<file path="config.mk">
export PLATFORM = sky130hd
export DESIGN_NAME = ochp_protect
export DESIGN_NICKNAME = d
export VERILOG_FILES = /design/src/hw/ochp_pkg.sv /design/src/hw/ochp_blank_if.sv /design/src/hw/ochp_sync.sv /design/src/hw/ochp_blank.sv /design/src/hw/ochp_protect.sv
export SDC_FILE = /design/constraint.sdc
export NUM_CORES = 1
export LEC_CHECK = 0
export ABC_AREA = 1
export BUFFER_PORTS_ARGS = -buffer_cell sky130_fd_sc_hd__buf_2
export CAP_MARGIN = 20
export CORE_UTILIZATION = 64
export DETAILED_ROUTE_END_ITERATION = 8
export GPL_TIMING_DRIVEN = 1
export MAX_ROUTING_LAYER = met4
export PLACE_DENSITY_LB_ADDON = 0.05
export SLEW_MARGIN = 40
export SYNTH_ARGS = -nofsm -noshare
export SYNTH_HDL_FRONTEND = slang
export SYNTH_SLANG_ARGS = --single-unit
</file>
<file path="constraint.sdc">
create_clock -name clock -period 2.7 [get_ports clock]
set_clock_uncertainty 0.1 [all_clocks]
set_input_delay 0.27 -clock clock [delete_from_list [all_inputs] [get_ports clock]]
set_output_delay 0.27 -clock clock [all_outputs]
set_load 0.005 [all_outputs]
</file>
<file path="src/hw/ochp_pkg.sv">
// shared constants and types of the overcurrent, hiccup and thermal protection block
package ochp_pkg;
  // clock and blanking time
  localparam int CLK_PERIOD_PS = 25000;
  localparam int BLANK_TIME_NS = 70;
  // least time, so round up to whole cycles
  localparam int BLANK_CYCLES = (BLANK_TIME_NS * 1000 + CLK_PERIOD_PS - 1) / CLK_PERIOD_PS;
  localparam logic [3:0] BLANK_CNT_LOAD = 4'(BLANK_CYCLES);
  localparam logic [3:0] BLANK_CNT_RST = 4'h0;
  // timer dump length after hiccup ends
  localparam int DUMP_CYCLES = 4;
  // dead time between primary fall and rectifier rise
  localparam int DEAD_CYCLES = 6;
  // synchroniser bit positions of the analog flags
  localparam int SY_LIMIT = 0;
  localparam int SY_PWM = 1;
  localparam int SY_TMR_HI = 2;
  localparam int SY_TMR_LO = 3;
  localparam int SY_HOT = 4;
  localparam int SY_SS_DONE = 5;
  localparam int SY_WIDTH = 6;
  // protection states
  typedef enum logic [3:0] {
    ST_RUN = 4'h1,
    ST_HICCUP = 4'h2,
    ST_DUMP = 4'h4,
    ST_THERMAL = 4'h8
  } ochp_state_t;
  localparam ochp_state_t STATE_RST = ST_RUN;
endpackage

</file>
<file path="src/hw/ochp_blank_if.sv">
// carrier between the pulse control and the leading edge blanker
`timescale 1ns/1ps
interface ochp_blank_if;
  logic start;
  logic blank;
  modport ctl (output start, input blank);
  modport blk (input start, output blank);
endinterface

</file>
<file path="src/hw/ochp_sync.sv">
// three stage synchroniser bank with agreement filter
`timescale 1ns/1ps
module ochp_sync #(
  parameter int W = 1
) (
  // clock and reset
  input wire logic clock,
  input wire logic reset,
  // asynchronous flags in, filtered flags out
  input wire logic [W-1:0] async_in,
  output logic [W-1:0] sync_out
);
  logic [W-1:0] s1_ff, s2_ff, s3_ff, q_ff;
  logic [W-1:0] nxt_q, agree;

  // a bit only moves once stages two and three agree
  always_comb begin
    agree = ~(s2_ff ^ s3_ff);
    nxt_q = (agree & s3_ff) | (~agree & q_ff);
  end

  // stage one feeds stage two only
  always_ff @(posedge clock) begin
    if (reset) begin
      s1_ff <= '0;
      s2_ff <= '0;
      s3_ff <= '0;
      q_ff <= '0;
    end else begin
      s1_ff <= async_in;
      s2_ff <= s1_ff;
      s3_ff <= s2_ff;
      q_ff <= nxt_q;
    end
  end

  assign sync_out = q_ff;
endmodule

</file>
<file path="src/hw/ochp_blank.sv">
// leading edge blanker that pulls the current sense input low
`timescale 1ns/1ps
module ochp_blank
  import ochp_pkg::*;
(
  // clock and reset
  input wire logic clock,
  input wire logic reset,
  // start strobe in, blank level out
  ochp_blank_if.blk bif
);
  logic [3:0] cnt_ff, nxt_cnt;
  logic blank_ff, nxt_blank;

  // high from the cycle edge until the count after the drive rise runs out
  always_comb begin
    nxt_cnt = cnt_ff;
    if (bif.start) begin
      nxt_cnt = BLANK_CNT_LOAD;
    end else if (cnt_ff != 4'h0) begin
      nxt_cnt = cnt_ff - 4'h1;
    end
    nxt_blank = bif.start | (cnt_ff > 4'h1);
  end

  always_ff @(posedge clock) begin
    if (reset) begin
      cnt_ff <= BLANK_CNT_RST;
      blank_ff <= 1'b1;
    end else begin
      cnt_ff <= nxt_cnt;
      blank_ff <= nxt_blank;
    end
  end

  assign bif.blank = blank_ff;
endmodule

</file>
<file path="src/hw/ochp_protect.sv">
// primary pulse control with current limit, hiccup restart and thermal shutdown
//
// Function
// - current sense above limit ends the active primary pulse in that cycle, unless it is a matched pulse.
// - during persisting overcurrent, pulse width comes from the limit trip.
// - sense input held low at each cycle start and 70 ns after drive rise.
// - a pulse cut by limit gives the other switch an equal width next.
// - any limit trip charges the overcurrent timer with the source.
// - limit gone before upper threshold: stop charging, discharge with the sink.
// - timer at upper threshold shuts all four drives and enters hiccup.
// - in hiccup drives low, soft-start grounded, sink until lower threshold.
// - at lower threshold the timer is fully dumped for the next event.
// - leaving hiccup restarts through a complete soft-start.
// - over-temperature enters standby with all four drives off.
// - stay off until hot flag clears, then a normal start-up.
// - after soft-start done, rectifier duty is primary complement less dead time.
`timescale 1ns/1ps
module ochp_protect
  import ochp_pkg::*;
#(
  parameter int WIDTH_BITS = 8,
  parameter int MAX_WIDTH = 200
) (
  // clock and reset
  input wire logic clock,
  input wire logic reset,
  // switching cycle timing from the oscillator, same clock
  input wire logic half_cycle_start,
  input wire logic half_cycle_b,
  // soft-start driven rectifier requests, same clock
  input wire logic sr_a_req,
  input wire logic sr_b_req,
  // analog comparator flags, asynchronous
  input wire logic current_limit_trip,
  input wire logic pwm_trip,
  input wire logic timer_at_upper,
  input wire logic timer_at_lower,
  input wire logic over_temp,
  input wire logic soft_start_done,
  // drive outputs
  output logic primary_drive_a,
  output logic primary_drive_b,
  output logic rectifier_drive_a,
  output logic rectifier_drive_b,
  // analog control outputs
  output logic current_sense_limit_input_pulldown,
  output logic timer_charge,
  output logic timer_sink,
  output logic timer_dump,
  output logic soft_start_clamp
);
  localparam logic [WIDTH_BITS-1:0] W_MAX = WIDTH_BITS'(MAX_WIDTH);
  localparam logic [WIDTH_BITS-1:0] W_ONE = WIDTH_BITS'(1);
  localparam logic [2:0] DUMP_LAST = 3'(DUMP_CYCLES - 1);
  localparam logic [3:0] DEAD_DONE = 4'(DEAD_CYCLES);

  logic [SY_WIDTH-1:0] sy;
  logic sy_limit, sy_pwm, sy_hi, sy_lo, sy_hot, sy_ss;
  logic run, start, limit_hit;

  ochp_state_t state_ff, nxt_state;
  logic pulse_ff, nxt_pulse;
  logic phase_ff, nxt_phase;
  logic [WIDTH_BITS-1:0] width_ff, nxt_width;
  logic match_ff, nxt_match;
  logic [WIDTH_BITS-1:0] match_w_ff, nxt_match_w;
  logic oc_seen_ff, nxt_oc_seen;
  logic [2:0] dump_cnt_ff, nxt_dump_cnt;
  logic [3:0] dead_cnt_ff, nxt_dead_cnt;
  logic pa_ff, pb_ff, ra_ff, rb_ff;
  logic nxt_pa, nxt_pb, nxt_ra, nxt_rb;
  logic chg_ff, sink_ff, dump_ff, clamp_ff;
  logic nxt_chg, nxt_sink, nxt_dump, nxt_clamp;

  ochp_blank_if bif ();

  // every comparator flag crosses in through the filter bank
  ochp_sync #(
    .W(SY_WIDTH)
  ) u_sync (
    .clock(clock),
    .reset(reset),
    .async_in({soft_start_done, over_temp, timer_at_lower, timer_at_upper,
               pwm_trip, current_limit_trip}),
    .sync_out(sy)
  );

  ochp_blank u_blank (
    .clock(clock),
    .reset(reset),
    .bif(bif.blk)
  );

  assign sy_limit = sy[SY_LIMIT];
  assign sy_pwm = sy[SY_PWM];
  assign sy_hi = sy[SY_TMR_HI];
  assign sy_lo = sy[SY_TMR_LO];
  assign sy_hot = sy[SY_HOT];
  assign sy_ss = sy[SY_SS_DONE];

  // pulldown at every half cycle edge, even when not running
  assign bif.start = half_cycle_start;
  assign run = (state_ff == ST_RUN);
  assign start = half_cycle_start & run;
  // a trip under the blanking window is leading edge noise
  assign limit_hit = sy_limit & ~bif.blank;

  // protection state machine; thermal is checked first so it always wins
  always_comb begin
    nxt_state = state_ff;
    nxt_dump_cnt = dump_cnt_ff;
    if (sy_hot) begin
      nxt_state = ST_THERMAL;
    end else begin
      case (state_ff)
        ST_RUN: begin
          if (sy_hi) begin
            nxt_state = ST_HICCUP;
          end
        end
        ST_HICCUP: begin
          if (sy_lo) begin
            nxt_state = ST_DUMP;
            nxt_dump_cnt = 3'h0;
          end
        end
        ST_DUMP: begin
          nxt_dump_cnt = dump_cnt_ff + 3'h1;
          if (dump_cnt_ff == DUMP_LAST) begin
            nxt_state = ST_RUN;
          end
        end
        ST_THERMAL: begin
          nxt_state = ST_RUN;
        end
        default: begin
          nxt_state = ST_THERMAL;
        end
      endcase
    end
  end

  // primary pulse width control with duty matching
  always_comb begin
    nxt_pulse = pulse_ff;
    nxt_phase = phase_ff;
    nxt_width = width_ff;
    nxt_match = match_ff;
    nxt_match_w = match_w_ff;
    if (!run || nxt_state != ST_RUN) begin
      nxt_pulse = 1'b0;
      nxt_match = 1'b0;
    end else if (start) begin
      nxt_pulse = 1'b1;
      nxt_phase = half_cycle_b;
      nxt_width = W_ONE;
    end else if (pulse_ff) begin
      nxt_width = width_ff + W_ONE;
      if (match_ff) begin
        // matched pulse ignores the sense and pwm comparators
        if (width_ff >= match_w_ff) begin
          nxt_pulse = 1'b0;
          nxt_match = 1'b0;
        end
      end else if (limit_hit) begin
        // width set by the limit trip, remembered for the other switch
        nxt_pulse = 1'b0;
        nxt_match = 1'b1;
        nxt_match_w = width_ff;
      end else if (sy_pwm || width_ff >= W_MAX) begin
        nxt_pulse = 1'b0;
      end
    end
    nxt_pa = nxt_pulse & ~nxt_phase;
    nxt_pb = nxt_pulse & nxt_phase;
  end

  // rectifier drive, soft-start requests first, complement once done
  always_comb begin
    nxt_dead_cnt = dead_cnt_ff;
    if (nxt_pulse) begin
      nxt_dead_cnt = 4'h0;
    end else if (dead_cnt_ff != DEAD_DONE) begin
      nxt_dead_cnt = dead_cnt_ff + 4'h1;
    end
    nxt_ra = 1'b0;
    nxt_rb = 1'b0;
    if (nxt_state == ST_RUN && run && !nxt_pulse) begin
      if (sy_ss) begin
        nxt_ra = (dead_cnt_ff == DEAD_DONE);
        nxt_rb = (dead_cnt_ff == DEAD_DONE);
      end else begin
        nxt_ra = sr_a_req;
        nxt_rb = sr_b_req;
      end
    end
  end

  // overcurrent timer and soft-start control
  always_comb begin
    nxt_oc_seen = oc_seen_ff;
    if (!run) begin
      nxt_oc_seen = 1'b0;
    end else if (limit_hit) begin
      nxt_oc_seen = 1'b1;
    end else if (start) begin
      // each half cycle start ends the limit condition unless a trip falls in that same cycle
      nxt_oc_seen = 1'b0;
    end
    nxt_chg = (nxt_state == ST_RUN) & run & nxt_oc_seen;
    nxt_sink = (nxt_state == ST_HICCUP) | ((nxt_state == ST_RUN) & ~nxt_chg);
    nxt_dump = (nxt_state == ST_DUMP) | (nxt_state == ST_THERMAL);
    // held low until the run state returns, so the ramp starts from ground
    nxt_clamp = (nxt_state != ST_RUN);
  end

  // register every state and output
  always_ff @(posedge clock) begin
    if (reset) begin
      state_ff <= STATE_RST;
      dump_cnt_ff <= 3'h0;
      pulse_ff <= 1'b0;
      phase_ff <= 1'b0;
      width_ff <= '0;
      match_ff <= 1'b0;
      match_w_ff <= '0;
      oc_seen_ff <= 1'b0;
      dead_cnt_ff <= 4'h0;
      pa_ff <= 1'b0;
      pb_ff <= 1'b0;
      ra_ff <= 1'b0;
      rb_ff <= 1'b0;
      chg_ff <= 1'b0;
      sink_ff <= 1'b0;
      dump_ff <= 1'b1;
      clamp_ff <= 1'b1;
    end else begin
      state_ff <= nxt_state;
      dump_cnt_ff <= nxt_dump_cnt;
      pulse_ff <= nxt_pulse;
      phase_ff <= nxt_phase;
      width_ff <= nxt_width;
      match_ff <= nxt_match;
      match_w_ff <= nxt_match_w;
      oc_seen_ff <= nxt_oc_seen;
      dead_cnt_ff <= nxt_dead_cnt;
      pa_ff <= nxt_pa;
      pb_ff <= nxt_pb;
      ra_ff <= nxt_ra;
      rb_ff <= nxt_rb;
      chg_ff <= nxt_chg;
      sink_ff <= nxt_sink;
      dump_ff <= nxt_dump;
      clamp_ff <= nxt_clamp;
    end
  end

  assign primary_drive_a = pa_ff;
  assign primary_drive_b = pb_ff;
  assign rectifier_drive_a = ra_ff;
  assign rectifier_drive_b = rb_ff;
  assign current_sense_limit_input_pulldown = bif.blank;
  assign timer_charge = chg_ff;
  assign timer_sink = sink_ff;
  assign timer_dump = dump_ff;
  assign soft_start_clamp = clamp_ff;
endmodule

</file>
==> impl_results.md <==
* Largest fanout on the critical path at 5
* Syn_nets at 428
* Vias in the first global route at 2234
* Netlist Area Pre-Place at 3000 µm²
* Placer congestion estimate at 0.855
* Largest net degree at the start of global routing at 37
* Switching Fraction at 0.256
* Maximum vdd drop at 506 µV
* Leakage power at 1.64 nW
* DIE AREA at 4960 µm²
* Drt first pass iters at 4
* Area Overhead vs Synth at 11.7%
* PostCTS Resize Cnt at 0
* #FFs+latches synth at 68
* Post-CTS Setup Repair Bufs at 0
* Power Internal at 0.00166 W
* DRC Markers at 0
* Setup violators final at 0
* Ys Warns at 0
* Slew @ Worst Pin at 0.727 ns
* Syn Area/Cell at 7.52 µm²
* Unique masters post-synth at 31
* Clk pin slew, worst setup/hold paths at 0.07 ns
* Fin crit share at 0.701
* Post-Syn Instances at 399
* CP Capture Type: flip-flop
* CTS Buf Count at 9
* CTS max path bufs at 2
* RSZ-0062 raised after global routing: false
* P_sw at 0.000569 W
* Layout cells sized above 1 at 0.107
* Max-cap violations at 0
* Fmax at 529 MHz
* Fin worst setup slack at 0.808 ns
* Post-DP HPWL at 3720 µm
* Congestion Overflow GR at 0
* IO Count at 21
* Post-DRT Antenna Nets at 0
* Post-Route WL at 5290 µm
* PortBufs at 20
* Filler instances at 349
* Hold Slack at 0.0298 ns
* Clock Power Share at 0.387
* Die H at 70.5 µm
* Pre-CTS WS at 0.829 ns
* Max-Slew Margin vs Limit at 0.515
* Startpoint types: flip-flop
* Post-DP Area at 3140 µm²
* Clk_lat worst skew at 0.34 ns
* Initial antenna violation count at 0
* Worst Path Required at 2.83 ns
* Starting Density at 0.679
* First-pass GRT wire length at 9170 µm
* Area of the multi-input gates at 1350 µm²
* Arr. time, crit path at 2.02 ns
* Core Box Area at 4410 µm²
* # nets final at 453
* WL/cell at 11.0 µm
* Sequential share of power at 0.491
* CTS H-Tree Depth at 3
* Pwr dens at 664 nW/µm²
* # diodes at 0
* Crit Path Class: flip-flop to flip-flop
* Register area at 1360 µm²
* Status: finished, final reports clean
* Clk sink count at 68
* Cells after DPL at 465
* Setup tns final at 0 ns
* Fin. Hold Viols at 0
* Via count at 2429
* FP Rows at 24
* Root Driver: clkbuf_8
* Combinational fraction of design power at 0.123
* GR Util All Layers at 0.242
* Die W at 70.5 µm
* DR iter-0 viols at 163
* Hold WC Path Type: input pin to flip-flop
* Slew Limit Fails at 0
* Register area share after synthesis at 0.454
* TritonCTS clock tree: built
* Hold_buf cts at 0
* Final Non-Filler Cells at 481
* Routed vias/inst at 5.05
* Min Tclk post-route at 1.89 ns
* Final Cell Area at 3350 µm²
## layer usage
metal	global-route usage	up-vias	share of wire
li1	-	1283	-
met1	0.277	1090	0.47
met2	0.403	47	0.47
met3	0.0563	9	0.044
met4	0.100	0	0.014
met5	-	-	0
## Yosys cell counts, drive strengths merged
cell | count | area, µm²
nand2 | 84 | 315
nor2 | 77 | 304
dfxtp | 68 | 1360
inv | 66 | 248
a21oi | 22 | 110
ha | 17 | 213
nand3 | 13 | 75.1
o21ai | 12 | 60.1
nor3 | 6 | 35.0
nand4 | 5 | 58.8
xor2 | 5 | 43.8
clkbuf | 4 | 15.0
xnor2 | 4 | 35.0
buf | 3 | 18.8
o211ai | 3 | 36.3
nor3b | 2 | 15.0
a211oi | 1 | 7.51
a21boi | 1 | 7.51
a41oi | 1 | 8.76
clkinv | 1 | 3.75
nand3b | 1 | 7.51
o21a | 1 | 7.51
o22ai | 1 | 6.26
or2 | 1 | 6.26
## cell type report
cell class	count	share of cell area
clock buffer	13	0.0504
clock inverter	3	0.0131
inverter	67	0.0751
multi-input combinational	257	0.404
sequential	68	0.406
tap	52	0.0194
timing repair buffer	21	0.0321
## per-stage QoR
stage                util  power (W)
floorplan               -    0.00131
global placement    0.711    0.00138
detailed placement  0.711    0.00139
CTS                 0.759    0.00224
global route        0.759    0.00233
finish              0.759    0.00222
## critical path, stage by stage (launching register included)
cell,delay (ns)
dfxtp_1,0.41
inv_1,0.11
ha_1,0.31
nand2_1,0.06
nand3_1,0.07
nand2_1,0.06
nand2_1,0.05
nand2_1,0.06
nand2_1,0.04
nand2_1,0.08
nand2_1,0.06
nand2_1,0.12
nand2_1,0.09
nand2_1,0.12
nor2_1,0.06
## cells in the final DEF, fill, tap and decap left out
cell type	count
nand4_1	2
nor3_1	5
a21oi_1	22
nand3_2	2
a41oi_1	1
dfxtp_1	68
nand3_1	11
o211ai_1	2
buf_4	1
xor2_1	5
inv_1	66
buf_2	20
clkinv_2	1
xnor2_1	4
nand3b_1	1
nand4_4	1
o21ai_0	12
bufinv_16	1
a21boi_0	1
clkbuf_1	1
a211oi_1	1
o22ai_1	1
nor3b_1	2
nor2_4	2
nor2_1	75
clkinv_4	1
ha_1	17
o21a_1	1
clkinv_1	1
nand2_1	84
o211ai_4	1
or2_2	1
nand4_2	2
clkbuf_8	12
nor3_2	1
## registers in the layout, indices dropped and copies added (netlist names), 3 cells and up, named ones only
signal          cells
width_ff            8
state_ff            4
u_sync.s1_ff        6
u_blank.cnt_ff      4
dead_cnt_ff         4
u_sync.s3_ff        6
match_w_ff          8
dump_cnt_ff         3
u_sync.s2_ff        6
## path summary, 6_finish.rpt
path,endpoint,cells past startpoint,from,slack (ns)
max,dead_cnt_ff[1]$_SDFFE_PP0N_,14,width_ff[0]$_SDFFE_PP0P_,0.81
min,u_sync.s1_ff[3]$_SDFF_PP0_,3,timer_at_lower,0.03
max reg2reg,dead_cnt_ff[1]$_SDFFE_PP0N_,14,width_ff[0]$_SDFFE_PP0P_,0.81
min reg2reg,u_sync.s2_ff[2]$_SDFF_PP0_,2,u_sync.s1_ff[2]$_SDFF_PP0_,0.30
## power groups by stage
stage          clock, W  sequential [W]  combinational, W
2_1_floorplan         0         0.00111          0.000202
3_3_place_gp          0         0.00111          0.000265
3_5_place_dp          0         0.00111          0.000275
4_1_cts        0.000873         0.00109          0.000277
5_1_grt        0.000913         0.00110          0.000315
6_report       0.000860         0.00109          0.000273
## cells by family after synthesis
logic type,Yosys count,synth area share
buffers and inverters,74,0.0951
xor gates and xnor gates,9,0.0263
adders and majority gates,17,0.0709
DFF,68,0.454
AOI/OAI and AO/OA,42,0.0814
and+or+nand+nor,189,0.272
Power figures use the tool's default switching activity.
